$ cat src/trig_pkg.sv
// Functional notes
// - Output trigger every divider plus one events.
// - Wait start-delay PWM cycles before first trigger.
// - Secondary generator never raises trigger interrupts.
// - Divider bits 15-12, delay 5-0, rest zero.
`default_nettype none
package trig_pkg;
    localparam int unsigned DIV_W        = 4;
    localparam int unsigned STRT_W       = 6;
    localparam int unsigned DIV_LSB      = 12;
    localparam int unsigned STRT_LSB     = 0;
    localparam logic [15:0] CTRL_MASK    = 16'hf03f;
    localparam logic [15:0] CTRL_RESET   = 16'h0000;
    // Byte addresses of the registers on the AXI4-Lite bus.
    localparam logic [3:0]  ADDR_CTRL    = 4'h0;
    localparam logic [3:0]  ADDR_ENABLE  = 4'h4;
    localparam logic [3:0]  ADDR_STATUS  = 4'h8;
    localparam logic [3:0]  ADDR_MASK    = 4'hc;
    localparam logic [1:0]  RESP_OKAY    = 2'h0;
    localparam logic [1:0]  RESP_SLVERR  = 2'h2;
    // Status bits: output trigger fired, delay expired.
    localparam int unsigned STAT_W       = 2;
    localparam int unsigned STAT_TRIG    = 0;
    localparam int unsigned STAT_START   = 1;

    typedef struct packed {
        logic [DIV_W-1:0]  divider;
        logic [STRT_W-1:0] start_delay;
    } ctrl_t;
endpackage : trig_pkg
`default_nettype wire

$ cat src/trig_delay.sv
`default_nettype none
// Counts whole PWM cycles after enable; ready rises when the count is met.
module trig_delay #(
    parameter int unsigned W = trig_pkg::STRT_W
) (
    // Clock and reset
    input  wire logic         aclk,
    input  wire logic         aresetn,
    // Control
    input  wire logic         enable,
    input  wire logic [W-1:0] delay,
    input  wire logic         pwm_cycle,
    // Result
    output logic              ready,
    output logic              done_pulse
);
    logic [W-1:0] count_q;
    logic         ready_q;
    wire          reached = (count_q >= delay);

    always_ff @(posedge aclk) begin
        if (!aresetn || !enable) begin
            count_q <= '0;
            ready_q <= 1'b0;
        end else if (!ready_q && reached) begin
            ready_q <= 1'b1;
        end else if (!ready_q && pwm_cycle) begin
            count_q <= count_q + 1'b1;
        end
    end

    assign ready      = ready_q;
    assign done_pulse = enable && !ready_q && reached;

    delay_hold_a: assert property (@(posedge aclk) disable iff (!aresetn)
        enable && !ready_q && !reached |=> !ready_q)
        else $error("delay ended before its count");
endmodule : trig_delay
`default_nettype wire

$ cat src/trig_divider.sv
`default_nettype none
// Passes one event out of every divider plus one.
module trig_divider #(
    parameter int unsigned W = trig_pkg::DIV_W
) (
    // Clock and reset
    input  wire logic         aclk,
    input  wire logic         aresetn,
    // Control
    input  wire logic         run,
    input  wire logic [W-1:0] divider,
    input  wire logic         event_in,
    // Result
    output logic              fire
);
    logic [W-1:0] count_q;
    wire          last = (count_q >= divider);

    always_ff @(posedge aclk) begin
        if (!aresetn || !run) begin
            count_q <= '0;
        end else if (event_in) begin
            count_q <= last ? '0 : count_q + 1'b1;
        end
    end

    assign fire = run && event_in && last;

    div_zero_a: assert property (@(posedge aclk) disable iff (!aresetn)
        run && event_in && divider == '0 |-> fire)
        else $error("divide by one dropped an event");
endmodule : trig_divider
`default_nettype wire

$ cat src/pwm_trigger_postscaler.sv
// The register addresses and the AXI4-Lite interface to the registers were decided locally.
`default_nettype none
// Trigger postscaler for one PWM channel with an AXI4-Lite register port.
module pwm_trigger_postscaler (
    // Clock and reset
    input  wire logic        aclk,
    input  wire logic        aresetn,
    // AXI4-Lite write address
    input  wire logic [3:0]  s_axi_awaddr,
    input  wire logic        s_axi_awvalid,
    output logic             s_axi_awready,
    // AXI4-Lite write data
    input  wire logic [31:0] s_axi_wdata,
    input  wire logic [3:0]  s_axi_wstrb,
    input  wire logic        s_axi_wvalid,
    output logic             s_axi_wready,
    // AXI4-Lite write response
    output logic [1:0]       s_axi_bresp,
    output logic             s_axi_bvalid,
    input  wire logic        s_axi_bready,
    // AXI4-Lite read address
    input  wire logic [3:0]  s_axi_araddr,
    input  wire logic        s_axi_arvalid,
    output logic             s_axi_arready,
    // AXI4-Lite read data
    output logic [31:0]      s_axi_rdata,
    output logic [1:0]       s_axi_rresp,
    output logic             s_axi_rvalid,
    input  wire logic        s_axi_rready,
    // PWM time base, same clock
    input  wire logic        pwm_cycle,
    input  wire logic        trigger_event,
    input  wire logic        secondary,
    // Trigger outputs
    output logic             trigger_out,
    output logic             irq
);
    logic [15:0]                     ctrl_q;
    logic                            enable_q;
    logic [trig_pkg::STAT_W-1:0]     status_q;
    logic [trig_pkg::STAT_W-1:0]     mask_q;
    logic                            aw_held_q;
    logic [3:0]                      aw_addr_q;
    logic                            w_held_q;
    logic [31:0]                     w_data_q;
    logic [3:0]                      w_strb_q;
    logic                            trig_q;
    trig_pkg::ctrl_t                 cfg;
    logic                            delay_ready;
    logic                            delay_done;
    logic                            div_fire;

    assign cfg.divider     = ctrl_q[trig_pkg::DIV_LSB +: trig_pkg::DIV_W];
    assign cfg.start_delay = ctrl_q[trig_pkg::STRT_LSB +: trig_pkg::STRT_W];

    trig_delay #(.W(trig_pkg::STRT_W)) u_delay (
        .aclk       (aclk),
        .aresetn    (aresetn),
        .enable     (enable_q),
        .delay      (cfg.start_delay),
        .pwm_cycle  (pwm_cycle),
        .ready      (delay_ready),
        .done_pulse (delay_done)
    );

    // The divider only sees events once the start delay has run out.
    trig_divider #(.W(trig_pkg::DIV_W)) u_div (
        .aclk     (aclk),
        .aresetn  (aresetn),
        .run      (enable_q && delay_ready),
        .divider  (cfg.divider),
        .event_in (trigger_event),
        .fire     (div_fire)
    );

    always_ff @(posedge aclk) begin
        if (!aresetn) begin
            trig_q <= 1'b0;
        end else begin
            trig_q <= div_fire;
        end
    end
    assign trigger_out = trig_q;

    // Write channel: address and data are captured independently.
    wire aw_take  = s_axi_awvalid && !aw_held_q;
    wire w_take   = s_axi_wvalid && !w_held_q;
    wire wr_go    = aw_held_q && w_held_q && !s_axi_bvalid;
    wire wr_ctrl  = wr_go && aw_addr_q == trig_pkg::ADDR_CTRL;
    wire wr_en    = wr_go && aw_addr_q == trig_pkg::ADDR_ENABLE;
    wire wr_stat  = wr_go && aw_addr_q == trig_pkg::ADDR_STATUS;
    wire wr_mask  = wr_go && aw_addr_q == trig_pkg::ADDR_MASK;
    wire wr_known = wr_ctrl || wr_en || wr_stat || wr_mask;

    assign s_axi_awready = !aw_held_q;
    assign s_axi_wready  = !w_held_q;

    always_ff @(posedge aclk) begin
        if (!aresetn) begin
            aw_held_q <= 1'b0;
            aw_addr_q <= 4'h0;
        end else if (aw_take) begin
            aw_held_q <= 1'b1;
            aw_addr_q <= s_axi_awaddr;
        end else if (wr_go) begin
            aw_held_q <= 1'b0;
        end
    end

    always_ff @(posedge aclk) begin
        if (!aresetn) begin
            w_held_q <= 1'b0;
            w_data_q <= 32'h0000_0000;
            w_strb_q <= 4'h0;
        end else if (w_take) begin
            w_held_q <= 1'b1;
            w_data_q <= s_axi_wdata;
            w_strb_q <= s_axi_wstrb;
        end else if (wr_go) begin
            w_held_q <= 1'b0;
        end
    end

    always_ff @(posedge aclk) begin
        if (!aresetn) begin
            s_axi_bvalid <= 1'b0;
            s_axi_bresp  <= trig_pkg::RESP_OKAY;
        end else if (wr_go) begin
            s_axi_bvalid <= 1'b1;
            s_axi_bresp  <= wr_known ? trig_pkg::RESP_OKAY : trig_pkg::RESP_SLVERR;
        end else if (s_axi_bready) begin
            s_axi_bvalid <= 1'b0;
        end
    end

    // Byte lanes merge into the control word; unimplemented bits never store.
    wire [15:0] strb_bits = {{8{w_strb_q[1]}}, {8{w_strb_q[0]}}};
    wire [15:0] ctrl_new  = ((ctrl_q & ~strb_bits) | (w_data_q[15:0] & strb_bits)) & trig_pkg::CTRL_MASK;

    always_ff @(posedge aclk) begin
        if (!aresetn) begin
            ctrl_q   <= trig_pkg::CTRL_RESET;
            enable_q <= 1'b0;
            mask_q   <= '0;
        end else begin
            if (wr_ctrl) begin
                ctrl_q <= ctrl_new;
            end
            if (wr_en && w_strb_q[0]) begin
                enable_q <= w_data_q[0];
            end
            if (wr_mask && w_strb_q[0]) begin
                mask_q <= w_data_q[trig_pkg::STAT_W-1:0];
            end
        end
    end

    // A new event wins over a write-one-to-clear in the same cycle.
    wire [trig_pkg::STAT_W-1:0] stat_set;
    wire [trig_pkg::STAT_W-1:0] stat_clr;
    assign stat_set[trig_pkg::STAT_TRIG]  = div_fire;
    assign stat_set[trig_pkg::STAT_START] = delay_done;
    assign stat_clr = (wr_stat && w_strb_q[0]) ? w_data_q[trig_pkg::STAT_W-1:0] : '0;

    always_ff @(posedge aclk) begin
        if (!aresetn) begin
            status_q <= '0;
        end else begin
            status_q <= (status_q & ~stat_clr) | stat_set;
        end
    end

    // A secondary generator keeps its status but never interrupts.
    assign irq = !secondary && |(status_q & mask_q);

    // Read channel.
    wire [31:0] rd_word =
        (s_axi_araddr == trig_pkg::ADDR_CTRL)   ? {16'h0000, ctrl_q & trig_pkg::CTRL_MASK} :
        (s_axi_araddr == trig_pkg::ADDR_ENABLE) ? {31'h0000_0000, enable_q} :
        (s_axi_araddr == trig_pkg::ADDR_STATUS) ? {30'h0000_0000, status_q} :
        (s_axi_araddr == trig_pkg::ADDR_MASK)   ? {30'h0000_0000, mask_q} : 32'h0000_0000;
    wire rd_known = s_axi_araddr == trig_pkg::ADDR_CTRL || s_axi_araddr == trig_pkg::ADDR_ENABLE ||
                    s_axi_araddr == trig_pkg::ADDR_STATUS || s_axi_araddr == trig_pkg::ADDR_MASK;

    assign s_axi_arready = !s_axi_rvalid;

    always_ff @(posedge aclk) begin
        if (!aresetn) begin
            s_axi_rvalid <= 1'b0;
            s_axi_rdata  <= 32'h0000_0000;
            s_axi_rresp  <= trig_pkg::RESP_OKAY;
        end else if (s_axi_arvalid && !s_axi_rvalid) begin
            s_axi_rvalid <= 1'b1;
            s_axi_rdata  <= rd_word;
            s_axi_rresp  <= rd_known ? trig_pkg::RESP_OKAY : trig_pkg::RESP_SLVERR;
        end else if (s_axi_rready) begin
            s_axi_rvalid <= 1'b0;
        end
    end

    ctrl_reserved_a: assert property (@(posedge aclk) disable iff (!aresetn)
        (ctrl_q & ~trig_pkg::CTRL_MASK) == 16'h0000)
        else $error("reserved control bits set");

    secondary_irq_a: assert property (@(posedge aclk) disable iff (!aresetn)
        secondary |-> !irq)
        else $error("secondary generator raised an interrupt");

    no_early_trig_a: assert property (@(posedge aclk) disable iff (!aresetn)
        !delay_ready |=> !trigger_out)
        else $error("trigger before start delay expired");

    disable_clear_a: assert property (@(posedge aclk) disable iff (!aresetn)
        !enable_q |=> !delay_ready)
        else $error("delay state survived disable");

    trig_follow_a: assert property (@(posedge aclk) disable iff (!aresetn)
        enable_q && delay_ready && trigger_event && cfg.divider == 4'h0 |=> trigger_out)
        else $error("divide by one missed a trigger");

    stat_sticky_a: assert property (@(posedge aclk) disable iff (!aresetn)
        trigger_out |-> status_q[trig_pkg::STAT_TRIG])
        else $error("trigger status not set");

    stat_start_a: assert property (@(posedge aclk) disable iff (!aresetn)
        delay_done |=> status_q[trig_pkg::STAT_START])
        else $error("start status not set");

    // Set wins, so the clear is only checked when no trigger lands in the same cycle.
    stat_clear_a: assert property (@(posedge aclk) disable iff (!aresetn)
        wr_stat && w_strb_q[0] && w_data_q[trig_pkg::STAT_TRIG] && !div_fire |=> !status_q[trig_pkg::STAT_TRIG])
        else $error("trigger status not cleared");

    irq_level_a: assert property (@(posedge aclk) disable iff (!aresetn)
        !secondary && (status_q & mask_q) != '0 |-> irq)
        else $error("unmasked status without interrupt");

    off_no_trig_a: assert property (@(posedge aclk) disable iff (!aresetn)
        !enable_q |=> !trigger_out)
        else $error("trigger while disabled");

    // Bus protocol: answers follow their requests and stand until they are taken.
    write_answer_a: assert property (@(posedge aclk) disable iff (!aresetn)
        wr_go |=> s_axi_bvalid)
        else $error("write response missing");

    bvalid_hold_a: assert property (@(posedge aclk) disable iff (!aresetn)
        s_axi_bvalid && !s_axi_bready |=> s_axi_bvalid && $stable(s_axi_bresp))
        else $error("write response dropped early");

    unmapped_write_a: assert property (@(posedge aclk) disable iff (!aresetn)
        wr_go && !wr_known |=> s_axi_bresp == trig_pkg::RESP_SLVERR)
        else $error("unmapped write not refused");

    read_answer_a: assert property (@(posedge aclk) disable iff (!aresetn)
        s_axi_arvalid && s_axi_arready |=> s_axi_rvalid)
        else $error("read data missing");

    rvalid_hold_a: assert property (@(posedge aclk) disable iff (!aresetn)
        s_axi_rvalid && !s_axi_rready |=> s_axi_rvalid && $stable(s_axi_rdata) && $stable(s_axi_rresp))
        else $error("read data dropped early");

    rd_slverr_a: assert property (@(posedge aclk) disable iff (!aresetn)
        s_axi_arvalid && s_axi_arready && !rd_known |=> s_axi_rresp == trig_pkg::RESP_SLVERR && s_axi_rdata == 32'h0000_0000)
        else $error("unmapped read not refused");

    ctrl_hold_a: assert property (@(posedge aclk) disable iff (!aresetn)
        !wr_ctrl |=> $stable(ctrl_q))
        else $error("control changed without a write");

    enable_write_a: assert property (@(posedge aclk) disable iff (!aresetn)
        wr_en && w_strb_q[0] |=> enable_q == $past(w_data_q[0]))
        else $error("enable write lost");

    mask_write_a: assert property (@(posedge aclk) disable iff (!aresetn)
        wr_mask && w_strb_q[0] |=> mask_q == $past(w_data_q[trig_pkg::STAT_W-1:0]))
        else $error("mask write lost");

    // Shadow tallies kept apart from the submodules, so a fault in either one shows here.
    logic [trig_pkg::DIV_W-1:0]  ev_seen_q;
    logic [trig_pkg::STRT_W-1:0] cyc_seen_q;
    wire                         ev_counted = enable_q && delay_ready && trigger_event;
    wire                         cyc_full   = &cyc_seen_q;

    always_ff @(posedge aclk) begin
        if (!aresetn || !enable_q || !delay_ready) begin
            ev_seen_q <= '0;
        end else if (ev_counted) begin
            ev_seen_q <= div_fire ? '0 : ev_seen_q + 1'b1;
        end
    end

    // The pulse tally saturates rather than wraps, so a long run cannot fake an early start.
    always_ff @(posedge aclk) begin
        if (!aresetn || !enable_q) begin
            cyc_seen_q <= '0;
        end else if (pwm_cycle && !cyc_full) begin
            cyc_seen_q <= cyc_seen_q + 1'b1;
        end
    end

    div_early_a: assert property (@(posedge aclk) disable iff (!aresetn)
        ev_counted && ev_seen_q < cfg.divider |-> !div_fire)
        else $error("trigger passed before its divide count");

    div_due_a: assert property (@(posedge aclk) disable iff (!aresetn)
        ev_counted && ev_seen_q >= cfg.divider |-> div_fire)
        else $error("trigger withheld at its divide count");

    delay_count_a: assert property (@(posedge aclk) disable iff (!aresetn)
        div_fire |-> cyc_seen_q >= cfg.start_delay)
        else $error("trigger passed before its start delay");
endmodule : pwm_trigger_postscaler
`default_nettype wire

$ cat config.mk
export PLATFORM = sky130hd
export DESIGN_NAME = pwm_trigger_postscaler
export DESIGN_NICKNAME = d
export VERILOG_FILES = /design/src/trig_pkg.sv /design/src/trig_delay.sv /design/src/trig_divider.sv /design/src/pwm_trigger_postscaler.sv
export SDC_FILE = /design/constraint.sdc
export NUM_CORES = 1
export LEC_CHECK = 0
export BUFFER_PORTS_ARGS = -buffer_cell sky130_fd_sc_hd__buf_4
export CAP_MARGIN = 20
export CORE_AREA = 2 2 112 114
export DETAILED_ROUTE_END_ITERATION = 10
export DIE_AREA = 0 0 114 116
export GPL_TIMING_DRIVEN = 0
export PLACE_DENSITY = 0.53
export SETUP_SLACK_MARGIN = 0.02
export SYNTH_ARGS = -nofsm -noshare
export SYNTH_HDL_FRONTEND = slang
export SYNTH_HIERARCHICAL = 1
export SYNTH_SLANG_ARGS = --single-unit
export TNS_END_PERCENT = 5
$ cat constraint.sdc
create_clock -name aclk -period 5.7 [get_ports aclk]
set_input_delay 0.285 -clock aclk [delete_from_list [all_inputs] [get_ports aclk]]
set_output_delay 0.285 -clock aclk [all_outputs]
set_load 0.02 [all_outputs]
==> results by group, run 1 <==
Synthesis
  • Top-area cell type share of the netlist area: between 30% and 40%
  • Synth Instances: between 300 and 400
  • Post-synth EDFFs: 0
  • Dominant synthesized flop cell: dfxtp_1
  • Ys async rst share: 0%
  • Ranking of synthesized cells by area: dfxtp_1, nand2_1, buf_4
  • Yosys top cell by area: dfxtp_1
  • Yosys warns: 6
  • Avg Synthesized Cell Area: a little over 9 um^2
  • Mapped Area: 2970 um^2
  • Sequential area share after synthesis: between 30% and 40%
  • Synth cell types: 52
  • Post-synthesis register bit count: slightly below 60

Finish
  • Commonest non-fill, non-tap cell in the layout: buf_4
  • Ant diodes: 0
  • Layout Cells excl Fill: 555
  • Fraction of layout cells with a size suffix above 1: between 20% and 30%
  • Synth-to-Final Area Change: 31.8%
  • Nets: roughly 470
  • Fillers: ~1200
  • Commonest cells after routing, fill and taps aside: buf_4, dfxtp_1, nand2_1, conb_1, mux2i_1

Power
  • Combinational fraction of design power: under 10%
  • Max VDD drop: between 100 and 150 uV
  • Cell internal pwr: ~0.87 mW
  • Sw Share: roughly 22%
  • Share of power burned in the clock network: 52.0%
  • Leak Pwr: 1.64 nW
  • Register share of total power: about two fifths
  • NetSw: between 0.2 and 0.25 mW
  • Total power: 1.11 mW
  • Pwr Density: 284 nW/um^2

Place
  • Worst slack at placement: around 3.7 ns
  • Routability congestion estimate: just under 0.8
  • Cells after DPL: approximately 540
  • IO Port Bufs: 47
  • HPWL Detailed: 5260 um

Global routing
  • First-pass GRT wire length: 11000 um
  • GRT overflow: 0
  • Initial antenna violation count: 0
  • Largest net degree at the start of global routing: 11
  • Global Route Usage Sum: roughly 11%
  • Vias in the first global route: roughly 2200

Clock tree
  • CTS Sinks: 59
  • Worst-Skew Late Latency: approximately 0.32 ns
  • CTS tree: built
  • Clock root cell: clkbuf_16
  • CTS H-tree depth: 3
  • CTS Buf Count: 9
  • Clock slew at reported path FFs: roughly 0.05 ns
  • Setup Buffers After CTS: 0
  • Hold_buf cts: 0
  • Deepest clock path buffer count: 2
  • Resized Gates After CTS: 0

Route
  • Vias: 2329
  • DRC viols: 0
  • Routed len/inst: 12.2 um
  • Routed vias/inst: 4.20
  • First-pass DRT Iterations: 4
  • Post-route ant nets: 0
  • Drt total wl: 6770 um
  • Initial DRC Count: 81

STA
  • Setup violators final: 0
  • RSZ-0062 raised after global routing: false
  • Fin. max-slew vios: 0
  • Final worst slack: approximately 3.7 ns
  • TNS Setup: 0 ns
  • Final Hold Viols: 0
  • Fin crit share: approximately a third
  • Max Clock Skew: a little over 0.006 ns
  • Post-layout minimum cycle time: 1.96 ns
  • Fmax: between 0.5 and 0.6 GHz

Worst setup path
  • CP Cell Sequence: inv_1, ha_1, nand2b_4, a2111oi_4, nor2_2, and3_1, o21ai_0, a31oi_1
  • Max incr delay on CP: about 0.45 ns
  • Crit path capture type: register
  • Crit path max fanout: 4
  • Slowest-stage cell, CP: a2111oi_4
  • Setup Crit Path Kind: reg2reg
  • CP Launch Type: register
  • WP data arrival: ~2.2 ns
  • CP required: about 5.9 ns

Die
  • Row cnt: 40
  • Die height: about 120 um
  • Die area: roughly 13000 um^2
  • Starting Density: 24.9%
  • Core box area: about 12000 um^2
  • Die X: approximately 110 um
  • Top-level I/O count: 97

Job
  • Max_cap viols: 0

Hold path
  • Min-delay worst type: in2reg

Status
  • Status: finished clean
-- stage by stage --
stage / instance area, um^2 / util (%) / hold slack [ns]
floorplan: 3060 / - / 0.401
global placement: 3590 / 30.2 / 0.449
finish: 3910 / 32.8 / 0.175
detailed placement: 3590 / 30.2 / 0.447
global route: 3910 / 32.8 / 0.176
CTS: 3910 / 32.8 / 0.169
-- power groups by stage --
stage / Clock, mW / Combinational [mW] / Sequential (mW)
after floorplan: 0 / 0.0663 / 0.440
after global placement: 0 / 0.101 / 0.440
after detailed placement: 0 / 0.102 / 0.440
after CTS: 0.590 / 0.102 / 0.432
after global routing: 0.609 / 0.111 / 0.433
final: 0.577 / 0.101 / 0.432
-- routing by layer --
metal	wire length (um)	up-vias	global-route usage, %	share of wire (%)
li1	-	1213	-	-
met1	3360	1037	14.8	50
met2	2850	70	15.9	42
met3	476	9	3.29	7.0
met4	76	0	3.90	1.1
met5	0	-	0	0
-- cell type report --
| cell class | count | area [um^2] | share of cell area (%) |
|---|---|---|---|
| clock inverter | 4 | 73.8 | 1.89 |
| multi-input combinational | 231 | 1530 | 39.0 |
| clock buffer | 12 | 246 | 6.30 |
| sequential | 59 | 1180 | 30.2 |
| timing repair buffer | 47 | 353 | 9.02 |
| tap | 147 | 184 | 4.70 |
| inverter | 17 | 63.8 | 1.63 |
| buffer | 38 | 285 | 7.29 |
-- path summary, 6_finish.rpt --
path / depth (start not counted) / slack [ns] / startpoint / end
worst max-delay path: 8 / 3.74 / u_div/count_q[0] / status_q[0]
worst max register to register: 8 / 3.74 / u_div/count_q[0] / status_q[0]
worst min register to register: 2 / 0.45 / s_axi_rdata[0] / s_axi_rdata[0]
worst min-delay path: 3 / 0.17 / s_axi_awvalid / aw_held_q
-- kinds of logic after synthesis --
| logic type | share of synthesized area, % |
|---|---|
| simple gates | 20.8 |
| flops | 39.8 |
| buf+inv | 11.8 |
| compound gates | 14.1 |
| mux | 7.21 |
| fa+ha+maj | 5.06 |
| xor+xnor | 1.18 |
| other cells | 0.126 |
-- worst max-delay path, delay by kind of cell (launching register included) --
family	cells	cell delay, ns
AO/OA/AOI/OAI	3	0.65
AND/OR/NAND/NOR	3	0.45
adder cells (fa/ha/maj)	1	0.27
flip-flops	1	0.38
buffers and inverters	1	0.08
-- Yosys cell counts, drive strengths merged (3+ instances only) --
| cell type | count |
|---|---|
| nand4 | 3 |
| nand2b | 8 |
| and2 | 3 |
| a32oi | 8 |
| clkbuf | 9 |
| nand2 | 55 |
| a21boi | 12 |
| a21oi | 9 |
| mux2i | 18 |
| inv | 17 |
| nor2 | 16 |
| buf | 29 |
| ha | 12 |
| and3 | 3 |
| dfxtp | 59 |
| o211ai | 3 |
| nand3 | 5 |
| nor2b | 16 |
| o21ai | 6 |
Note: power is estimated with default switching activity, not from simulation.
==> inputs of run 2 (changes only) <==
--- a/config.mk
+++ b/config.mk
@@ -11,7 +11,7 @@
 export DETAILED_ROUTE_END_ITERATION = 10
 export DIE_AREA = 0 0 114 116
 export GPL_TIMING_DRIVEN = 0
-export PLACE_DENSITY = 0.53
+export PLACE_DENSITY = 0.54
 export SETUP_SLACK_MARGIN = 0.02
 export SYNTH_ARGS = -nofsm -noshare
 export SYNTH_HDL_FRONTEND = slang
==> constraint.sdc (replaced) <==
create_clock -name aclk -period 1.8 [get_ports aclk]
set_input_delay 0.09 -clock aclk [delete_from_list [all_inputs] [get_ports aclk]]
set_output_delay 0.09 -clock aclk [all_outputs]
set_load 0.02 [all_outputs]
==> run 2 against run 1 <==
Effect of this change: clock power rose to 3.2 times the previous value; register-to-register slack got worse by 3.7 ns; global-route usage hardly changed; cell count is 1.1% higher; power grew to 3.2 times the previous value; routed wire length up 2.2%; combinational power grew to 3.2 times the previous value; maximum frequency rose by 11%; via count rose by 0.26%; first-iteration DRC count rose by 28%; flip-flop and latch count did not move; largest power group unchanged.
==> results by group, run 2 (synthesis gave the netlist of run 1 again) <==
Job
  • Max_cap viols: 0 (unchanged)

Clock tree
  • CTS Sinks: 59 (unchanged)
  • Deepest clock path buffer count: 2 (unchanged)
  • CTS tree: built
  • Clock slew at reported path FFs: 0.05 ns (about the same)
  • CTS H-tree depth: 3 (unchanged)
  • Clock root cell: clkbuf_16
  • Worst-Skew Late Latency: 0.32 ns (about the same)
  • CTS Buf Count: 9 (unchanged)

Die
  • Die area: 13200 um^2 (unchanged)
  • Top-level I/O count: 97 (unchanged)
  • Row cnt: 40 (unchanged)
  • Core box area: 11900 um^2 (unchanged)
  • Die height: 116 um (unchanged)
  • Starting Density: 24.9% (unchanged)
  • Die X: 114 um (unchanged)

Global routing
  • GRT overflow: 0 (unchanged)
  • Global Route Usage Sum: 10.8% (+0.030 points)
  • Initial antenna violation count: 0 (unchanged)
  • Vias in the first global route: 2290 (+4.0%)
  • Largest net degree at the start of global routing: 11 (unchanged)
  • First-pass GRT wire length: 11000 um (+0.57%)

Finish
  • FF/Latch Area: 1190 um^2 (+0.95%)
  • Fillers: 1230 (-1.1%)
  • Nets: 475 (+1.3%)
  • Synth-to-Final Area Change: 37.9%
  • Ant diodes: 0 (unchanged)
  • Footprint of the multi-input gates: 1630 um^2 (+6.6%)
  • Commonest cells after routing, fill and taps aside: buf_4, nand2_1, dfxtp_1, conb_1, mux2i_1
  • Commonest non-fill, non-tap cell in the layout: buf_4
  • Fraction of layout cells with a size suffix above 1: 32.6% (+5.9 points)
  • Layout Cells excl Fill: 561 (+1.1%)

Place
  • HPWL Detailed: 5270 um (about the same)
  • Cells after DPL: 539 (unchanged)
  • IO Port Bufs: 47 (unchanged)
  • Routability congestion estimate: 0.737 (-4.1%)

Worst setup path
  • Crit path max fanout: 4 (unchanged)
  • CP Launch Type: register
  • CP required: 2.05 ns (-3.86 ns)
  • FF-to-FF Start: u_delay/count_q[0]
  • Critical path capture point: u_delay/count_q[3]
  • WP data arrival: 2.01 ns (-0.15 ns)
  • Setup Crit Path Kind: reg2reg
  • CP Launch Point: u_delay/count_q[0]
  • Worst R2R Path Depth: 7 (-1)
  • FF-to-FF setup slack: 0.03 ns (-3.71 ns)
  • Reg2reg end: u_delay/count_q[3]
  • Crit path capture type: register

Power
  • Max VDD drop: 383 uV (+250%)
  • Pwr Density: 867 nW/um^2 (+210%)
  • Leak Pwr: 1.69 nW (+3.4%)

Route
  • Initial DRC Count: 104 (+28%)
  • Vias: 2335 (+0.26%)
  • Routed len/inst: 12.3 um (+1.1%)
  • Post-route ant nets: 0 (unchanged)
  • Drt total wl: 6910 um (+2.2%)
  • Routed vias/inst: 4.16 (-0.81%)
  • First-pass DRT Iterations: 4 (unchanged)
  • DRC viols: 0 (unchanged)

STA
  • Fin crit share: 98.1% (+64 points)
  • RSZ-0062 raised after global routing: true
  • Fmax: 0.566 GHz (+11%)
  • Setup violators final: 0 (unchanged)
  • Fin. max-slew vios: 0 (unchanged)
  • Final Hold Viols: 0 (unchanged)
  • Post-layout minimum cycle time: 1.77 ns (-0.192 ns)
  • Max Clock Skew: 0.00454 ns (-0.00154 ns)
  • TNS Setup: 0 ns (unchanged)

Status
  • Status: finished clean

Hold path
  • Min-delay worst type: in2reg
[run 2: critical path, cell delays in order (launching register included)]
cell,delay [ns]
dfxtp_2,0.35
inv_1,0.07
ha_1,0.27
nand2b_4,0.15
a21oi_4,0.22
o21ai_4,0.09
or3_1,0.38
a21oi_2,0.15
[run 2: where the power goes]
part	switching [mW]	total, mW	internal, mW	leakage [nW]
sequential	0.0272	1.37	1.34	0.484
clock	0.572	1.86	1.28	0.159
combinational	0.169	0.326	0.157	1.05
[run 2: worst min path at each step]
stage | startpoint | endpoint | slack, ns | cells after the start
after floorplan | s_axi_awvalid | aw_held_q | 0.21 | 2
after global placement | s_axi_awvalid | aw_held_q | 0.31 | 3
after detailed placement | s_axi_wvalid | w_held_q | 0.32 | 3
after CTS | s_axi_rready | s_axi_rvalid | 0.02 | 3
after global routing | s_axi_arvalid | s_axi_rvalid | 0.03 | 2
final | s_axi_arvalid | s_axi_rvalid | 0.02 | 2
[run 2: routing by layer]
| layer | track usage (%) | part of all wire, % |
|---|---|---|
| met4 | 4.47 | 1.4 |
| met3 | 3.03 | 3.7 |
| met1 | 13.8 | 48 |
| met2 | 17.1 | 47 |
| met5 | 0 | 0 |
[run 2: stage by stage]
stage                     setup WS (ns)  utilization, %  hold WS, ns  area, um^2  power (mW)
after floorplan                  0.0630               -        0.206        3060        1.60
after global placement           -0.123            30.2        0.309        3590        1.71
after detailed placement         -0.134            30.2        0.319        3590        1.72
after CTS                      0.000869            33.3       0.0172        3970        3.59
after global routing            -0.0362            34.4       0.0285        4100        3.68
final                            0.0337            34.4       0.0249        4100        3.55
[run 2: repair_timing]
action                     4_1_cts  5_1_grt
hold endpoints to repair         2        0
cloned                           0        0
setup buffers                    3        1
hold buffers                     2        0
gates resized for setup          4       20
setup endpoints to repair        5        8
pin swaps                        4       10
[run 2: area by class of cell]
class / instances / area share (%)
inverters: 17 / 1.56
multi-input cells: 231 / 39.7
well taps: 147 / 4.49
clock buffers: 12 / 6.26
clock inverters: 4 / 1.77
repair buffers: 53 / 10.1
flip-flops and latches: 59 / 29.1
plain buffers: 38 / 6.97
==> inputs of run 3 (changes only) <==
==> constraint.sdc (replaced) <==
create_clock -name aclk -period 1.53 [get_ports aclk]
set_input_delay 0.0765 -clock aclk [delete_from_list [all_inputs] [get_ports aclk]]
set_output_delay 0.0765 -clock aclk [all_outputs]
set_load 0.02 [all_outputs]
==> run 3 against run 2 <==
Effect of this change: the run now ends with setup timing left; clock power up 18%; clock-buffer cell count is the same; power grew 18%; register-to-register slack worse by 0.16 ns; global-route usage grew 0.72 points; final area up 2.5%; hold slack lost 0.019 ns; cell count is 1.4% higher; non-clock buffer count rose by 8.
==> results by group, run 3 (synthesis gave the netlist of run 1 again) <==
Global routing
  • GRT overflow: 0 (unchanged)
  • Largest net degree at the start of global routing: 11 (unchanged)
  • Global Route Usage Sum: 11.5% (+0.72 points)
  • First-pass GRT wire length: 11700 um (+6.0%)
  • Initial antenna violation count: 0 (unchanged)
  • Vias in the first global route: 2409 (+5.2%)

Hold path
  • Hold_sp: s_axi_awaddr[0]
  • Hold path depth: 3 (+1)
  • Hold Path End: aw_addr_q[0]
  • Min-delay worst type: in2reg

Finish
  • Commonest cells after routing, fill and taps aside: buf_4, nand2_1, dfxtp_1, conb_1, mux2i_1
  • Footprint of the multi-input gates: 1660 um^2 (+2.2%)
  • Synth-to-Final Area Change: 41.4%
  • Commonest non-fill, non-tap cell in the layout: buf_4
  • Fillers: 1231 (+0.081%)
  • Ant diodes: 0 (unchanged)
  • Fraction of layout cells with a size suffix above 1: 35.3% (+2.7 points)
  • Nets: 483 (+1.7%)
  • Layout Cells excl Fill: 569 (+1.4%)
  • FF/Latch Area: 1200 um^2 (+0.84%)

Die
  • Core box area: 11900 um^2 (unchanged)
  • Top-level I/O count: 97 (unchanged)
  • Row cnt: 40 (unchanged)
  • Die X: 114 um (unchanged)
  • Die height: 116 um (unchanged)
  • Starting Density: 24.9% (unchanged)
  • Die area: 13200 um^2 (unchanged)

STA
  • RSZ-0062 raised after global routing: true
  • Setup violators final: 11 (+11)
  • Fin. max-slew vios: 0 (unchanged)
  • TNS Setup: -0.846 ns (-0.846 ns)
  • Fin Hold WS: 0.00632 ns (-0.0186 ns)
  • Final worst slack: -0.128 ns (-0.161 ns)
  • Slew HR: 66.6%
  • Max Clock Skew: 0.00445 ns (-0.0000991 ns)
  • Fin crit share: 108% (+10 points)
  • Worst slew pin tran: around 0.5 ns
  • Post-layout minimum cycle time: 1.66 ns (-0.109 ns)
  • Final Hold Viols: 0 (unchanged)
  • Fmax: 0.603 GHz (+6.6%)

Route
  • DRC viols: 0 (unchanged)
  • Highest metal layer with signal wires: met4
  • Routed len/inst: 12.8 um (+3.8%)
  • Routed vias/inst: 4.32 (+3.8%)
  • Post-route ant nets: 0 (unchanged)
  • Met3 routed WL: 459 um (+79%)
  • First-pass DRT Iterations: 4 (unchanged)
  • Drt total wl: 7280 um (+5.3%)
  • Met2 wire length: 3230 um (-1.0%)
  • Met1 wire length: 3470 um (+5.4%)
  • Vias: 2459 (+5.3%)
  • Initial DRC Count: 106 (+1.9%)

Clock tree
  • CTS Buf Count: 9 (unchanged)
  • Clock root cell: clkbuf_16
  • Clock slew at reported path FFs: 0.05 ns (about the same)
  • CTS Sinks: 59 (unchanged)
  • Deepest clock path buffer count: 2 (unchanged)
  • CTS tree: built
  • Worst-Skew Late Latency: 0.33 ns (about the same)
  • CTS H-tree depth: 3 (unchanged)

Status
  • Status: finished with violations
  • Failing checks: setup timing

Worst setup path
  • FF-to-FF setup slack: -0.13 ns (-0.16 ns)
  • Crit path capture type: register
  • Worst path top cell family by delay: compound AO/OA/AOI/OAI gates
  • Reg2reg end: u_delay/count_q[4]
  • CP Cell Sequence: inv_2, ha_4, a21oi_4, o2111a_2, o21ai_4, or3_1, a21oi_2
  • WP data arrival: 1.92 ns (-0.09 ns)
  • Slowest-stage cell, CP: dfxtp_4
  • CP Launch Type: register
  • Crit path max fanout: 6 (+2)
  • Setup Crit Path Kind: reg2reg
  • Worst R2R Path Depth: 7 (unchanged)
  • Crit path buf inv count: 1 (unchanged)
  • CP required: 1.79 ns (-0.26 ns)
  • Max incr delay on CP: 0.37 ns (about the same)

Job
  • Max_cap viols: 0 (unchanged)

Place
  • Cells after DPL: 539 (unchanged)
  • IO Port Bufs: 47 (unchanged)
  • Routability congestion estimate: 0.758 (+2.8%)
  • HPWL Detailed: 5340 um (+1.5%)

Power
  • Max VDD drop: 408 uV (+6.5%)
  • Pwr Density: 997 nW/um^2 (+15%)
  • Leak Pwr: 1.73 nW (+2.3%)
  • Total power: 4.19 mW (+18%)
run 3: cell types whose count changed in the layout (fill, tap and decap cells not counted), sizes merged:
cell         change
buf              +6
dlygate4sd3      +2
run 3: per-layer routing:
layer	track usage, %	vias up
li1	-	1241
met1	14.7	1127
met2	17.6	80
met3	3.09	11
met4	6.34	0
met5	0	-
run 3: repair_timing:
action,CTS,global route
endpoints found under the setup margin,13,14
resized for setup,14,11
hold buffers,4,0
endpoints found under the hold margin,4,0
pin swaps,17,9
buffers inserted,10,0
run 3: layout make-up:
cell class	count	share of cell area [%]
Clock buffer	12	6.11
Multi-Input combinational cell	231	39.6
Clock inverter	4	1.73
Buffer	38	6.80
Tap cell	147	4.38
Timing Repair Buffer	61	11.2
Sequential cell	59	28.6
Inverter	17	1.52
run 3: metrics by stage:
step	instance area (um^2)	utilization, %	worst slack, ns
floorplan	3140	-	-0.0593
global placement	3670	30.8	-0.191
detailed placement	3670	30.8	-0.210
CTS	4150	34.9	-0.124
global route	4200	35.2	-0.211
finish	4200	35.2	-0.128
run 3: worst max path at each step:
stage	start	endpoint	slack, ns	depth (start not counted)
floorplan	u_div/count_q[0]	status_q[0]	-0.06	8
global placement	register	status_q[0]	-0.19	7
detailed placement	register	status_q[0]	-0.21	7
CTS	register	status_q[0]	-0.12	7
global route	register	u_delay/count_q[4]	-0.21	7
finish	register	u_delay/count_q[4]	-0.13	7
run 3: power breakdown:
group / internal [mW] / switching (mW) / total [mW]
logic: 0.188 / 0.200 / 0.388
registers: 1.57 / 0.0325 / 1.60
clock network: 1.51 / 0.684 / 2.19
total: 3.27 / 0.917 / 4.19
run 3: worst min-delay path, stage by stage:
cell	delay, ns
buf_4	0.08
mux2i_1	0.05
nor2b_1	0.09
